File: src/aie_pkg.sv
// Package for the alarm input event unit: constants, register map, delay table.
// Assumes a 125 MHz bus clock; all consumers reference names as aie_pkg::name.
`default_nettype none

package aie_pkg;

    // Register byte offsets.
    localparam logic [7:0] ADDR_CTRL = 8'h00;
    localparam logic [7:0] ADDR_CFG = 8'h04;
    localparam logic [7:0] ADDR_ACK = 8'h08;
    localparam logic [7:0] ADDR_STAT = 8'h0C;
    localparam logic [7:0] ADDR_PINFO = 8'h10;
    localparam logic [7:0] ADDR_DINFO = 8'h14;
    localparam logic [7:0] ADDR_CNT0 = 8'h20;
    localparam logic [7:0] ADDR_LIM0 = 8'h30;

    // Control register fields.
    localparam int CTRL_DIAG_EN = 0;
    localparam int CTRL_BASE_LSB = 16;
    localparam logic [31:0] CTRL_RESET = 32'h0000_0000;

    // Per-channel config byte: [2:0] delay, [4:3] edge, [5] alarm, [6] counter,
    // [7] count down.
    localparam int CFG_DLY_LSB = 0;
    localparam int CFG_EDGE_LSB = 3;
    localparam int CFG_ALARM = 5;
    localparam int CFG_CNT = 6;
    localparam int CFG_DOWN = 7;
    localparam logic [31:0] CFG_RESET = 32'h0000_0000;

    // Acknowledge register bits.
    localparam int ACK_PROC_DONE = 0;
    localparam int ACK_DIAG_DONE = 1;
    localparam int ACK_ERR_CLR = 2;

    // Delay codes.
    typedef enum logic [2:0] {
        AIE_DLY_NONE, AIE_DLY_100US, AIE_DLY_500US, AIE_DLY_3MS, AIE_DLY_15MS
    } aie_dly_e;

    // Edge selection codes.
    typedef enum logic [1:0] {AIE_EDGE_RISE, AIE_EDGE_FALL, AIE_EDGE_BOTH} aie_edge_e;

    // Delay times in microseconds and derived cycle counts at the bus clock.
    localparam int CLK_MHZ = 125;
    localparam int T_100US = 100;
    localparam int T_500US = 500;
    localparam int T_3MS_US = 3000;
    localparam int T_15MS_US = 15000;
    localparam int CYC_100US = T_100US * CLK_MHZ;
    localparam int CYC_500US = T_500US * CLK_MHZ;
    localparam int CYC_3MS = T_3MS_US * CLK_MHZ;
    localparam int CYC_15MS = T_15MS_US * CLK_MHZ;

    // Diagnostic record constants.
    localparam logic [3:0] MOD_CLASS = 4'b1000;
    localparam int DIAG_LOST_BIT = 6;

endpackage : aie_pkg

`default_nettype wire

File: src/aie_top.sv
// Alarm input event unit: four inputs as counters or delayed alarm inputs,
// process alarm and diagnostic escalation, all behind an AHB-Lite slave.
// Assumes inputs already synchronous to hclk and a single-word AHB master.
// Delays are counted in hclk cycles; the defaults assume a 125 MHz clock.
//
// The address map and the AHB-Lite register port were decided locally.
`default_nettype none

module aie_top #(
    // Delay counts are parameters so that a test can shorten them.
    parameter int NCH = 4,
    parameter int CYC_100US = aie_pkg::CYC_100US,
    parameter int CYC_500US = aie_pkg::CYC_500US,
    parameter int CYC_3MS = aie_pkg::CYC_3MS,
    parameter int CYC_15MS = aie_pkg::CYC_15MS
) (
    input wire logic hclk,
    input wire logic hresetn,
    // AHB-Lite slave port.
    input wire logic hsel,
    input wire logic [31:0] haddr,
    input wire logic [1:0] htrans,
    input wire logic hwrite,
    input wire logic [2:0] hsize,
    input wire logic [31:0] hwdata,
    input wire logic hready,
    output logic [31:0] hrdata,
    output logic hreadyout,
    output logic hresp,
    // Field inputs and event outputs.
    input wire logic [3:0] din,
    output logic proc_alarm,
    output logic diag_alarm,
    output logic diag_going
);

    // Returns the cycle count for a delay code.
    // Codes above the last delay choice map to zero, so a counter mode code
    // never arms the alarm timer by accident.
    // This table is the one place where the delay codes meet the cycle counts; aie_pkg derives those from the clock rate.
    function automatic logic [20:0] dly_cycles(input logic [2:0] code);
        unique case (code)
            3'd1: dly_cycles = 21'(CYC_100US);
            3'd2: dly_cycles = 21'(CYC_500US);
            3'd3: dly_cycles = 21'(CYC_3MS);
            3'd4: dly_cycles = 21'(CYC_15MS);
            default: dly_cycles = 21'd0;
        endcase
    endfunction

    // Registers.
    // Counters and limits are full words so software sees the whole range;
    // timers are as wide as the longest delay needs at the default clock.
    logic [31:0] ctrl_q;
    logic [31:0] cfg_q;
    logic [31:0] cnt_q [NCH];
    logic [31:0] lim_q [NCH];
    logic [3:0] din_q;
    logic [20:0] tmr_q [NCH];
    // Event bookkeeping for the handler handshake.
    logic [3:0] pend_q;
    logic [3:0] hold_q;
    logic proc_q;
    logic [3:0] trig_q;
    logic [3:0] state_q;
    // Diagnostic state; err_q stays set until software clears it.
    logic diag_q;
    logic lost_q;
    logic going_q;
    logic err_q;
    logic [7:0] dinfo_q;

    // AHB address phase capture.
    // The slave never stretches a transfer, so a taken address phase is
    // always followed by its data phase on the next edge.
    logic wr_q;
    logic [7:0] ad_q;
    // A transfer is taken when selected, ready and NONSEQ or SEQ (neither idle nor busy).
    wire take = hsel && hready && htrans[1];

    // Software writes decoded from captured address.
    // Acknowledge bits act only in the data phase, when hwdata stands.
    wire wr_ack = wr_q && ad_q == aie_pkg::ADDR_ACK;
    wire proc_done = wr_ack && hwdata[aie_pkg::ACK_PROC_DONE];
    wire diag_done = wr_ack && hwdata[aie_pkg::ACK_DIAG_DONE];
    wire err_clr = wr_ack && hwdata[aie_pkg::ACK_ERR_CLR];

    // Edge detection on the four inputs.
    // The sampled copy resets to the idle low level, so no false edge
    // appears when reset is released with the inputs low.
    // A pulse shorter than one clock is not seen at all.
    wire [3:0] rise = din & ~din_q;
    wire [3:0] fall = ~din & din_q;

    // Quadrature steps on channel pair 0/1 (A = din[0], B = din[1]).
    // At most one of the eight cases holds per single-track edge; both tracks
    // moving in one cycle raises both terms and is counted as a down step.
    wire q_dn = (rise[1] & ~din[0]) | (fall[1] & din[0]) |
                (rise[0] & din[1]) | (fall[0] & ~din[1]);
    wire q_up = (rise[1] & din[0]) | (fall[1] & ~din[0]) |
                (rise[0] & ~din[1]) | (fall[0] & din[1]);

    // Per-channel events.
    // Each channel owns its config byte, timer, counter and limit; the event
    // bit feeds the shared handler logic below.
    // Channel 0 alone decodes the quadrature pair.
    logic [3:0] evt;
    logic [3:0] qual;
    genvar g;
    generate
        for (g = 0; g < NCH; g++) begin : g_ch
            wire [7:0] c = cfg_q[8*g +: 8];
            wire is_alarm = c[aie_pkg::CFG_ALARM];
            wire is_cnt = c[aie_pkg::CFG_CNT];
            // Mixed use forces zero delay.
            // A delay would skew the alarm against the count, hence zero.
            wire [20:0] dly = is_cnt ? 21'd0 : dly_cycles(c[2:0]);
            wire [1:0] es = c[aie_pkg::CFG_EDGE_LSB +: 2];
            wire sel_edge = (es == 2'd0 && rise[g]) || (es == 2'd1 && fall[g]) ||
                            (es == 2'd2 && (rise[g] || fall[g]));
            // A new edge starts timing; its level must hold.
            // The timer reads one on the last cycle of the window.
            wire lvl_ok = (tmr_q[g] != 21'd0) && (din[g] == state_q[g]);
            assign qual[g] = is_alarm &&
                ((sel_edge && dly == 21'd0) || (lvl_ok && tmr_q[g] == 21'd1));
            // Counter: quad on ch0 with delay code 7, direction from config otherwise.
            // On reaching a limit the counter restarts from zero.
            // Without a limit it wraps through the full word range.
            wire step = (g == 0 && c[2:0] == 3'd7) ? (q_up | q_dn) : rise[g];
            wire down = (g == 0 && c[2:0] == 3'd7) ? q_dn : c[aie_pkg::CFG_DOWN];
            wire [31:0] nxt = down ? cnt_q[g] - 32'd1 : cnt_q[g] + 32'd1;
            // A hit is a count onto zero downward or onto the set limit.
            wire hit = is_cnt && step && ((down && nxt == 32'd0) ||
                       (lim_q[g] != 32'd0 && nxt == lim_q[g]));
            // Either source raises the same process alarm path.
            assign evt[g] = qual[g] || hit;

            // Counter register.
            // A software write takes precedence over a count step in one cycle.
            always_ff @(posedge hclk or negedge hresetn) begin
                if (!hresetn) begin
                    cnt_q[g] <= 32'h0000_0000;
                end else if (wr_q && ad_q == aie_pkg::ADDR_CNT0 + 8'(4 * g)) begin
                    cnt_q[g] <= hwdata;
                end else if (is_cnt && step) begin
                    cnt_q[g] <= (hit && lim_q[g] != 32'd0) ? 32'd0 : nxt;
                end
            end

            // Limit register.
            // Zero means no limit, so the counter wraps freely.
            always_ff @(posedge hclk or negedge hresetn) begin
                if (!hresetn) begin
                    lim_q[g] <= 32'h0000_0000;
                end else if (wr_q && ad_q == aie_pkg::ADDR_LIM0 + 8'(4 * g)) begin
                    lim_q[g] <= hwdata;
                end
            end

            // Delay timer: loads on edge, dropped if level leaves early.
            // A selected edge during a running window restarts it, so the
            // alarm always refers to the latest edge.
            // A dropped window stays idle until the next selected edge.
            always_ff @(posedge hclk or negedge hresetn) begin
                if (!hresetn) begin
                    tmr_q[g] <= 21'd0;
                end else if (sel_edge && is_alarm && dly != 21'd0) begin
                    tmr_q[g] <= dly;
                end else if (tmr_q[g] != 21'd0 && din[g] != state_q[g]) begin
                    tmr_q[g] <= 21'd0;
                end else if (tmr_q[g] != 21'd0) begin
                    tmr_q[g] <= tmr_q[g] - 21'd1;
                end
            end

            // Level expected after the edge.
            // For both edges the level taken is that of the latest edge.
            always_ff @(posedge hclk or negedge hresetn) begin
                if (!hresetn) begin
                    state_q[g] <= 1'b0;
                end else if (sel_edge) begin
                    state_q[g] <= din[g];
                end
            end
        end
    endgenerate

    // Event routing.
    // A recurring event on the channel in service escalates; every other
    // event waits in the pending mask until the handler is free.
    // Escalation is blocked while a diagnostic is already in service.
    // With escalation off, a repeat of the event in service is dropped.
    wire [3:0] same = evt & trig_q & {4{proc_q}};
    wire escalate = ctrl_q[aie_pkg::CTRL_DIAG_EN] && proc_q && |same && !diag_q;
    // A new alarm starts only when no handler of either kind is busy.
    wire [3:0] newev = evt | pend_q;
    wire start_proc = !proc_q && !diag_q && |newev;

    // Input sampling.
    // Inputs are taken as already synchronous, so one flop suffices.
    always_ff @(posedge hclk or negedge hresetn) begin
        if (!hresetn) begin
            din_q <= 4'h0;
        end else begin
            din_q <= din;
        end
    end

    // Process alarm handshake; trigger bits latched for the info record.
    // The trigger and state bits of the info record stay frozen until the next alarm
    // starts, so software can read them at any time during its handler.
    // Escalation ends the process alarm because the diagnostic preempts it.
    always_ff @(posedge hclk or negedge hresetn) begin
        if (!hresetn) begin
            proc_q <= 1'b0;
            trig_q <= 4'h0;
            hold_q <= 4'h0;
        end else if (start_proc) begin
            proc_q <= 1'b1;
            trig_q <= newev;
            hold_q <= din;
        end else if (escalate || proc_done) begin
            proc_q <= 1'b0;
        end
    end

    // Pending events held while a handler runs; the clear at start wins over a set.
    // Start clears the mask because the new record takes the pending bits.
    always_ff @(posedge hclk or negedge hresetn) begin
        if (!hresetn) begin
            pend_q <= 4'h0;
        end else if (start_proc) begin
            pend_q <= 4'h0;
        end else begin
            pend_q <= pend_q | (evt & ~same);
        end
    end

    // Diagnostic alarm, lost flag and going diagnostic.
    // The lost flag sums every event seen while the diagnostic is in
    // service; it is shown in the record once the handler exits.
    // An error clear in the cycle of a new escalation loses to the set.
    always_ff @(posedge hclk or negedge hresetn) begin
        if (!hresetn) begin
            diag_q <= 1'b0;
            lost_q <= 1'b0;
            err_q <= 1'b0;
            going_q <= 1'b0;
            dinfo_q <= 8'h00;
        end else begin
            going_q <= 1'b0;
            if (escalate) begin
                diag_q <= 1'b1;
                err_q <= 1'b1;
                lost_q <= 1'b0;
                dinfo_q <= 8'h00;
            end else if (diag_q && diag_done) begin
                diag_q <= 1'b0;
                dinfo_q <= {1'b0, lost_q | (|evt) | (|pend_q), 6'd0};
            end else if (diag_q && |evt) begin
                lost_q <= 1'b1;
            end
            // Going diagnostic only after the incoming handler has exited.
            if (err_q && err_clr && !diag_q && !escalate) begin
                err_q <= 1'b0;
                going_q <= ctrl_q[aie_pkg::CTRL_DIAG_EN];
            end
        end
    end

    // AHB address phase capture; the config registers follow below.
    // The address is captured on every edge; only the write strobe is qualified.
    always_ff @(posedge hclk or negedge hresetn) begin
        if (!hresetn) begin
            wr_q <= 1'b0;
            ad_q <= 8'h00;
        end else begin
            wr_q <= take && hwrite;
            ad_q <= haddr[7:0];
        end
    end

    // Control and configuration; diagnostic data frozen while handled.
    // Configuration writes are dropped while a diagnostic is in service so
    // the reported channel setup cannot change under the handler.
    // Control writes stay open so that escalation can be switched off.
    always_ff @(posedge hclk or negedge hresetn) begin
        if (!hresetn) begin
            ctrl_q <= aie_pkg::CTRL_RESET;
            cfg_q <= aie_pkg::CFG_RESET;
        end else if (wr_q && ad_q == aie_pkg::ADDR_CTRL) begin
            ctrl_q <= hwdata;
        end else if (wr_q && ad_q == aie_pkg::ADDR_CFG && !diag_q) begin
            cfg_q <= hwdata;
        end
    end

    // Read mux; every unmapped address reads zero with OKAY.
    // Decoded from the live address phase so the data is ready one edge later.
    // Limits are write-only to keep the mux small.
    logic [31:0] rdat;
    always_comb begin
        rdat = 32'h0000_0000;
        unique case (haddr[7:0])
            aie_pkg::ADDR_CTRL: rdat = ctrl_q;
            aie_pkg::ADDR_CFG: rdat = cfg_q;
            // Status: lost, error, diagnostic and process flags.
            aie_pkg::ADDR_STAT: rdat = {27'd0, lost_q, err_q, diag_q, proc_q, 1'b0};
            // Word 6 base, byte 9 trigger, byte 11 state.
            aie_pkg::ADDR_PINFO:
                rdat = {4'h0, hold_q, 4'h0, trig_q, ctrl_q[31:16]};
            aie_pkg::ADDR_DINFO:
                rdat = {8'h00, dinfo_q, 6'd0, err_q, err_q,
                        4'h0, aie_pkg::MOD_CLASS};
            // Live counter values.
            aie_pkg::ADDR_CNT0: rdat = cnt_q[0];
            8'h24: rdat = cnt_q[1];
            8'h28: rdat = cnt_q[2];
            8'h2C: rdat = cnt_q[3];
            default: rdat = 32'h0000_0000;
        endcase
    end

    // Read data registered at address phase, outputs from flops.
    // hrdata returns to zero outside a read data phase; the alarm outputs
    // lag the internal state by one cycle.
    // The slave never inserts wait states and never answers with an error.
    always_ff @(posedge hclk or negedge hresetn) begin
        if (!hresetn) begin
            hrdata <= 32'h0000_0000;
            hreadyout <= 1'b1;
            hresp <= 1'b0;
            proc_alarm <= 1'b0;
            diag_alarm <= 1'b0;
            diag_going <= 1'b0;
        end else begin
            hrdata <= (take && !hwrite) ? rdat : 32'h0000_0000;
            hreadyout <= 1'b1;
            hresp <= 1'b0;
            proc_alarm <= proc_q;
            diag_alarm <= diag_q;
            diag_going <= going_q;
        end
    end

endmodule // aie_top

`default_nettype wire

File: config.mk
export PLATFORM = sky130hd
export DESIGN_NAME = aie_top
export DESIGN_NICKNAME = d
export VERILOG_FILES = /design/src/aie_pkg.sv /design/src/aie_top.sv
export SDC_FILE = /design/constraint.sdc
export NUM_CORES = 1
export LEC_CHECK = 0
export CELL_PAD_IN_SITES_DETAIL_PLACEMENT = 0
export CELL_PAD_IN_SITES_GLOBAL_PLACEMENT = 1
export CORE_ASPECT_RATIO = 1.75
export CORE_MARGIN = 1.5
export CORE_UTILIZATION = 46
export CTS_CLUSTER_DIAMETER = 40
export DETAILED_ROUTE_END_ITERATION = 8
export DONT_BUFFER_PORTS = 1
export PLACE_DENSITY = 0.86
export SLEW_MARGIN = 15
export SYNTH_ARGS = -nofsm -noshare
export SYNTH_HDL_FRONTEND = slang
export SYNTH_SLANG_ARGS = --single-unit
File: constraint.sdc
create_clock -name hclk -period 6.05 [get_ports hclk]
set_input_delay 1.21 -clock hclk [delete_from_list [all_inputs] [get_ports hclk]]
set_output_delay 1.21 -clock hclk [all_outputs]
set_load 0.02 [all_outputs]
==> flow_metrics.env <==
export IMPL_ys_seq_area_frac=0.337
export IMPL_drv_cap=0
export IMPL_critPathMaxFanout=19
export IMPL_cts_tree="built"
export IMPL_core_area_um2=75400
export IMPL_synthesis_nets=4253
export IMPL_grt_pass1_vias=34755
export IMPL_grt_max_degree=475
export IMPL_path_class="reg -> reg"
export IMPL_ys_ff_latch=474
export IMPL_yosysMostFrequentCell="dfrtp_1"
export IMPL_finalCritPeriodShare=0.959
export IMPL_wl_um=147000
export IMPL_finalWorstPathRequiredPeriod_ps=5800
export IMPL_final_cell_area_um2=39700
export IMPL_reg2regPathDepth=15
export IMPL_power_mw=9.52
export IMPL_drive_above_1_share=0.158
export IMPL_slew_violations=360
export IMPL_violations="slew limit"
export IMPL_place_area_um2=37700
export IMPL_synth_async_reset_ratio=1.00
export IMPL_synth_area_leaders="dfrtp_1, mux2_2, ha_1"
export IMPL_boundaryPins=115
export IMPL_cts_sinks=474
export IMPL_via_per_inst=6.65
export IMPL_grt_total_usage=0.373
export IMPL_worstPathRequired_ps=6580
export IMPL_dr_pass1_iters=5
export IMPL_finClkSkew_ps=36.3
export IMPL_hold_violations=0
export IMPL_area_growth_pct=12.8
export IMPL_fillers=7081
export IMPL_slew_headroom=-0.405
export IMPL_drc_errors=0
export IMPL_synth_cells=4030
export IMPL_synth_top_area_cell="dfrtp_1"
export IMPL_drt_iter0_markers=3065
export IMPL_clock_latency_ps=650
export IMPL_gp_congestion=1.07
export IMPL_die_area_um2=78100
export IMPL_vdd_drop_max_v=0.000198
export IMPL_hp_class="in -> async"
export IMPL_start_util=0.466
export IMPL_setup_viol=0
export IMPL_ctsLongestPathBuffers=3
export IMPL_cts_setup_buffers=0
export IMPL_yosys_area_top_type_share=0.337
export IMPL_avgSynthCellArea_um2=8.72
export IMPL_end_kind="flop"
export IMPL_ys_flop_type="dfrtp_1"
export IMPL_yosys_top_cells_count="dfrtp_1, nand2_1, nor2_1, a21oi_1, o21ai_0"
export IMPL_yosys_warnings=0
export IMPL_die_width_um=212
export IMPL_power_density_nw_per_um2=240
export IMPL_synthDistinctLibCells=111
export IMPL_rsz0062_at_grt="no"
export IMPL_ff_latch_area_um2=11900
export IMPL_synth_edf_count=0
export IMPL_synthesis_area_um2=35200
export IMPL_finalNetCount=4355
export IMPL_cts_clk_slew_worst_paths_ps=70
export IMPL_cts_buffers=56
export IMPL_root_buffer="clkbuf_16"
export IMPL_antenna_found_initial=14
export IMPL_multi_input_area_um2=22100
export IMPL_ant_nets=0
export IMPL_rows=133
export IMPL_status="finished with violations"
export IMPL_wire_per_inst_um=28.2
export IMPL_grt_pass1_wl_um=216000
export IMPL_timing_fmax_ghz=0.172
export IMPL_dp_hpwl_um=112000
export IMPL_io_buffers=0
export IMPL_worstMarginPinSlew_ps=2110
export IMPL_die_y_um=369
export IMPL_leakage_nw=17.5
export IMPL_arrival_ps=6330
export IMPL_vias=34533
export IMPL_htree_levels=2
export IMPL_overflow=0
export IMPL_cp_start_kind="flop"
==> where the power goes <==
group / leakage (nW) / switching, mW / internal (mW) / total [mW]
clock: 0.934 / 1.53 / 2.04 / 3.57
sequential: 6.33 / 0.361 / 3.47 / 3.83
combinational: 10.2 / 1.21 / 0.913 / 2.12
==> registers in the layout, summed over array words and instances (netlist names), 4 cells and up <==
name	cells
ad_q	8
cfg_q	32
cnt_q	128
ctrl_q	32
din_q	4
hold_q	4
hrdata	32
lim_q	128
pend_q	4
state_q	4
tmr_q	84
trig_q	4
==> worst max-delay path, cell delays in order (launching register included) <==
cell	delay, ps
dfrtp_1	750
buf_4	400
ha_1	370
a21oi_1	230
o21ai_1	130
a211oi_1	820
o21ai_0	310
xnor2_1	730
o211ai_1	280
nor4_1	390
a41oi_1	210
o31ai_1	140
buf_4	190
a21o_1	210
o31ai_4	180
mux2_4	350
==> through the flow <==
stage	setup TNS, ps	std cells	util	setup WS (ps)	hold slack, ps
floorplan	0	4030	-	103	331
global placement	-12970	5086	0.500	-313	414
detailed placement	-14140	5086	0.500	-338	418
CTS	0	5189	0.526	323	241
global route	0	5190	0.526	8.88	266
finish	0	5196	0.526	248	277
==> cell families after synthesis <==
logic type / after synthesis / synth area share
compound gates: 1163 / 0.220
flops: 474 / 0.337
xor+xnor: 255 / 0.0719
mux: 249 / 0.0786
buf+inv: 320 / 0.0361
other cells: 2 / 0.000214
fa+ha+maj: 145 / 0.0525
simple gates: 1422 / 0.203
==> timing repair <==
| action | CTS | global route |
|---|---|---|
| endpoints found under the setup margin | 0 | 41 |
| gates resized for setup | 0 | 3 |
| hold buffers | 0 | 0 |
| hold endpoints to repair | 0 | 0 |
==> worst paths after layout <==
check                          start         end  slack (ps)
setup / recovery           cfg_q[15]   hold_q[3]         250
hold / removal               hresetn   lim_q[60]         280
setup reg to reg           cfg_q[15]   hold_q[3]         250
hold reg to reg              going_q  diag_going         450
max in group asynchronous    hresetn   lim_q[98]        4090
min in group hclk            going_q  diag_going         450
==> layer usage <==
metal,vias up,part of all wire,track usage
li1,15357,-,-
met1,16722,0.33,0.374
met2,1731,0.48,0.637
met3,717,0.074,0.0745
met4,6,0.11,0.355
met5,-,0.00031,0
==> cell usage in the layout, fill, tap and decap left out, drive strengths merged, types with 30 or more instances in the layout <==
cell,netlist,final
a31oi,32,32
nor3,113,113
a21o,39,39
nor2,348,348
nand2,383,383
and3,77,77
dfrtp,474,474
xnor2,129,129
nand3,75,75
mux2,201,201
o221ai,37,37
a21oi,338,338
a221oi,36,36
inv,84,96
a211oi,36,36
or3,34,34
clkbuf,183,69
o21ai,236,236
xor2,105,105
ha,141,141
buf,53,280
nand4,80,80
a22oi,32,32
nor4,103,103
mux2i,48,48
o21a,30,30
a221o,34,34
o22ai,70,70
and2,32,32
==> layout make-up <==
cell class	instances	share of cell area
antenna	7	0.000442
clock buffer	69	0.0383
clock inverter	34	0.0106
inverter	84	0.00795
multi-input combinational	3236	0.558
sequential	474	0.299
tap	1012	0.0319
timing repair buffer	280	0.0539
Power figures use the tool's default switching activity.
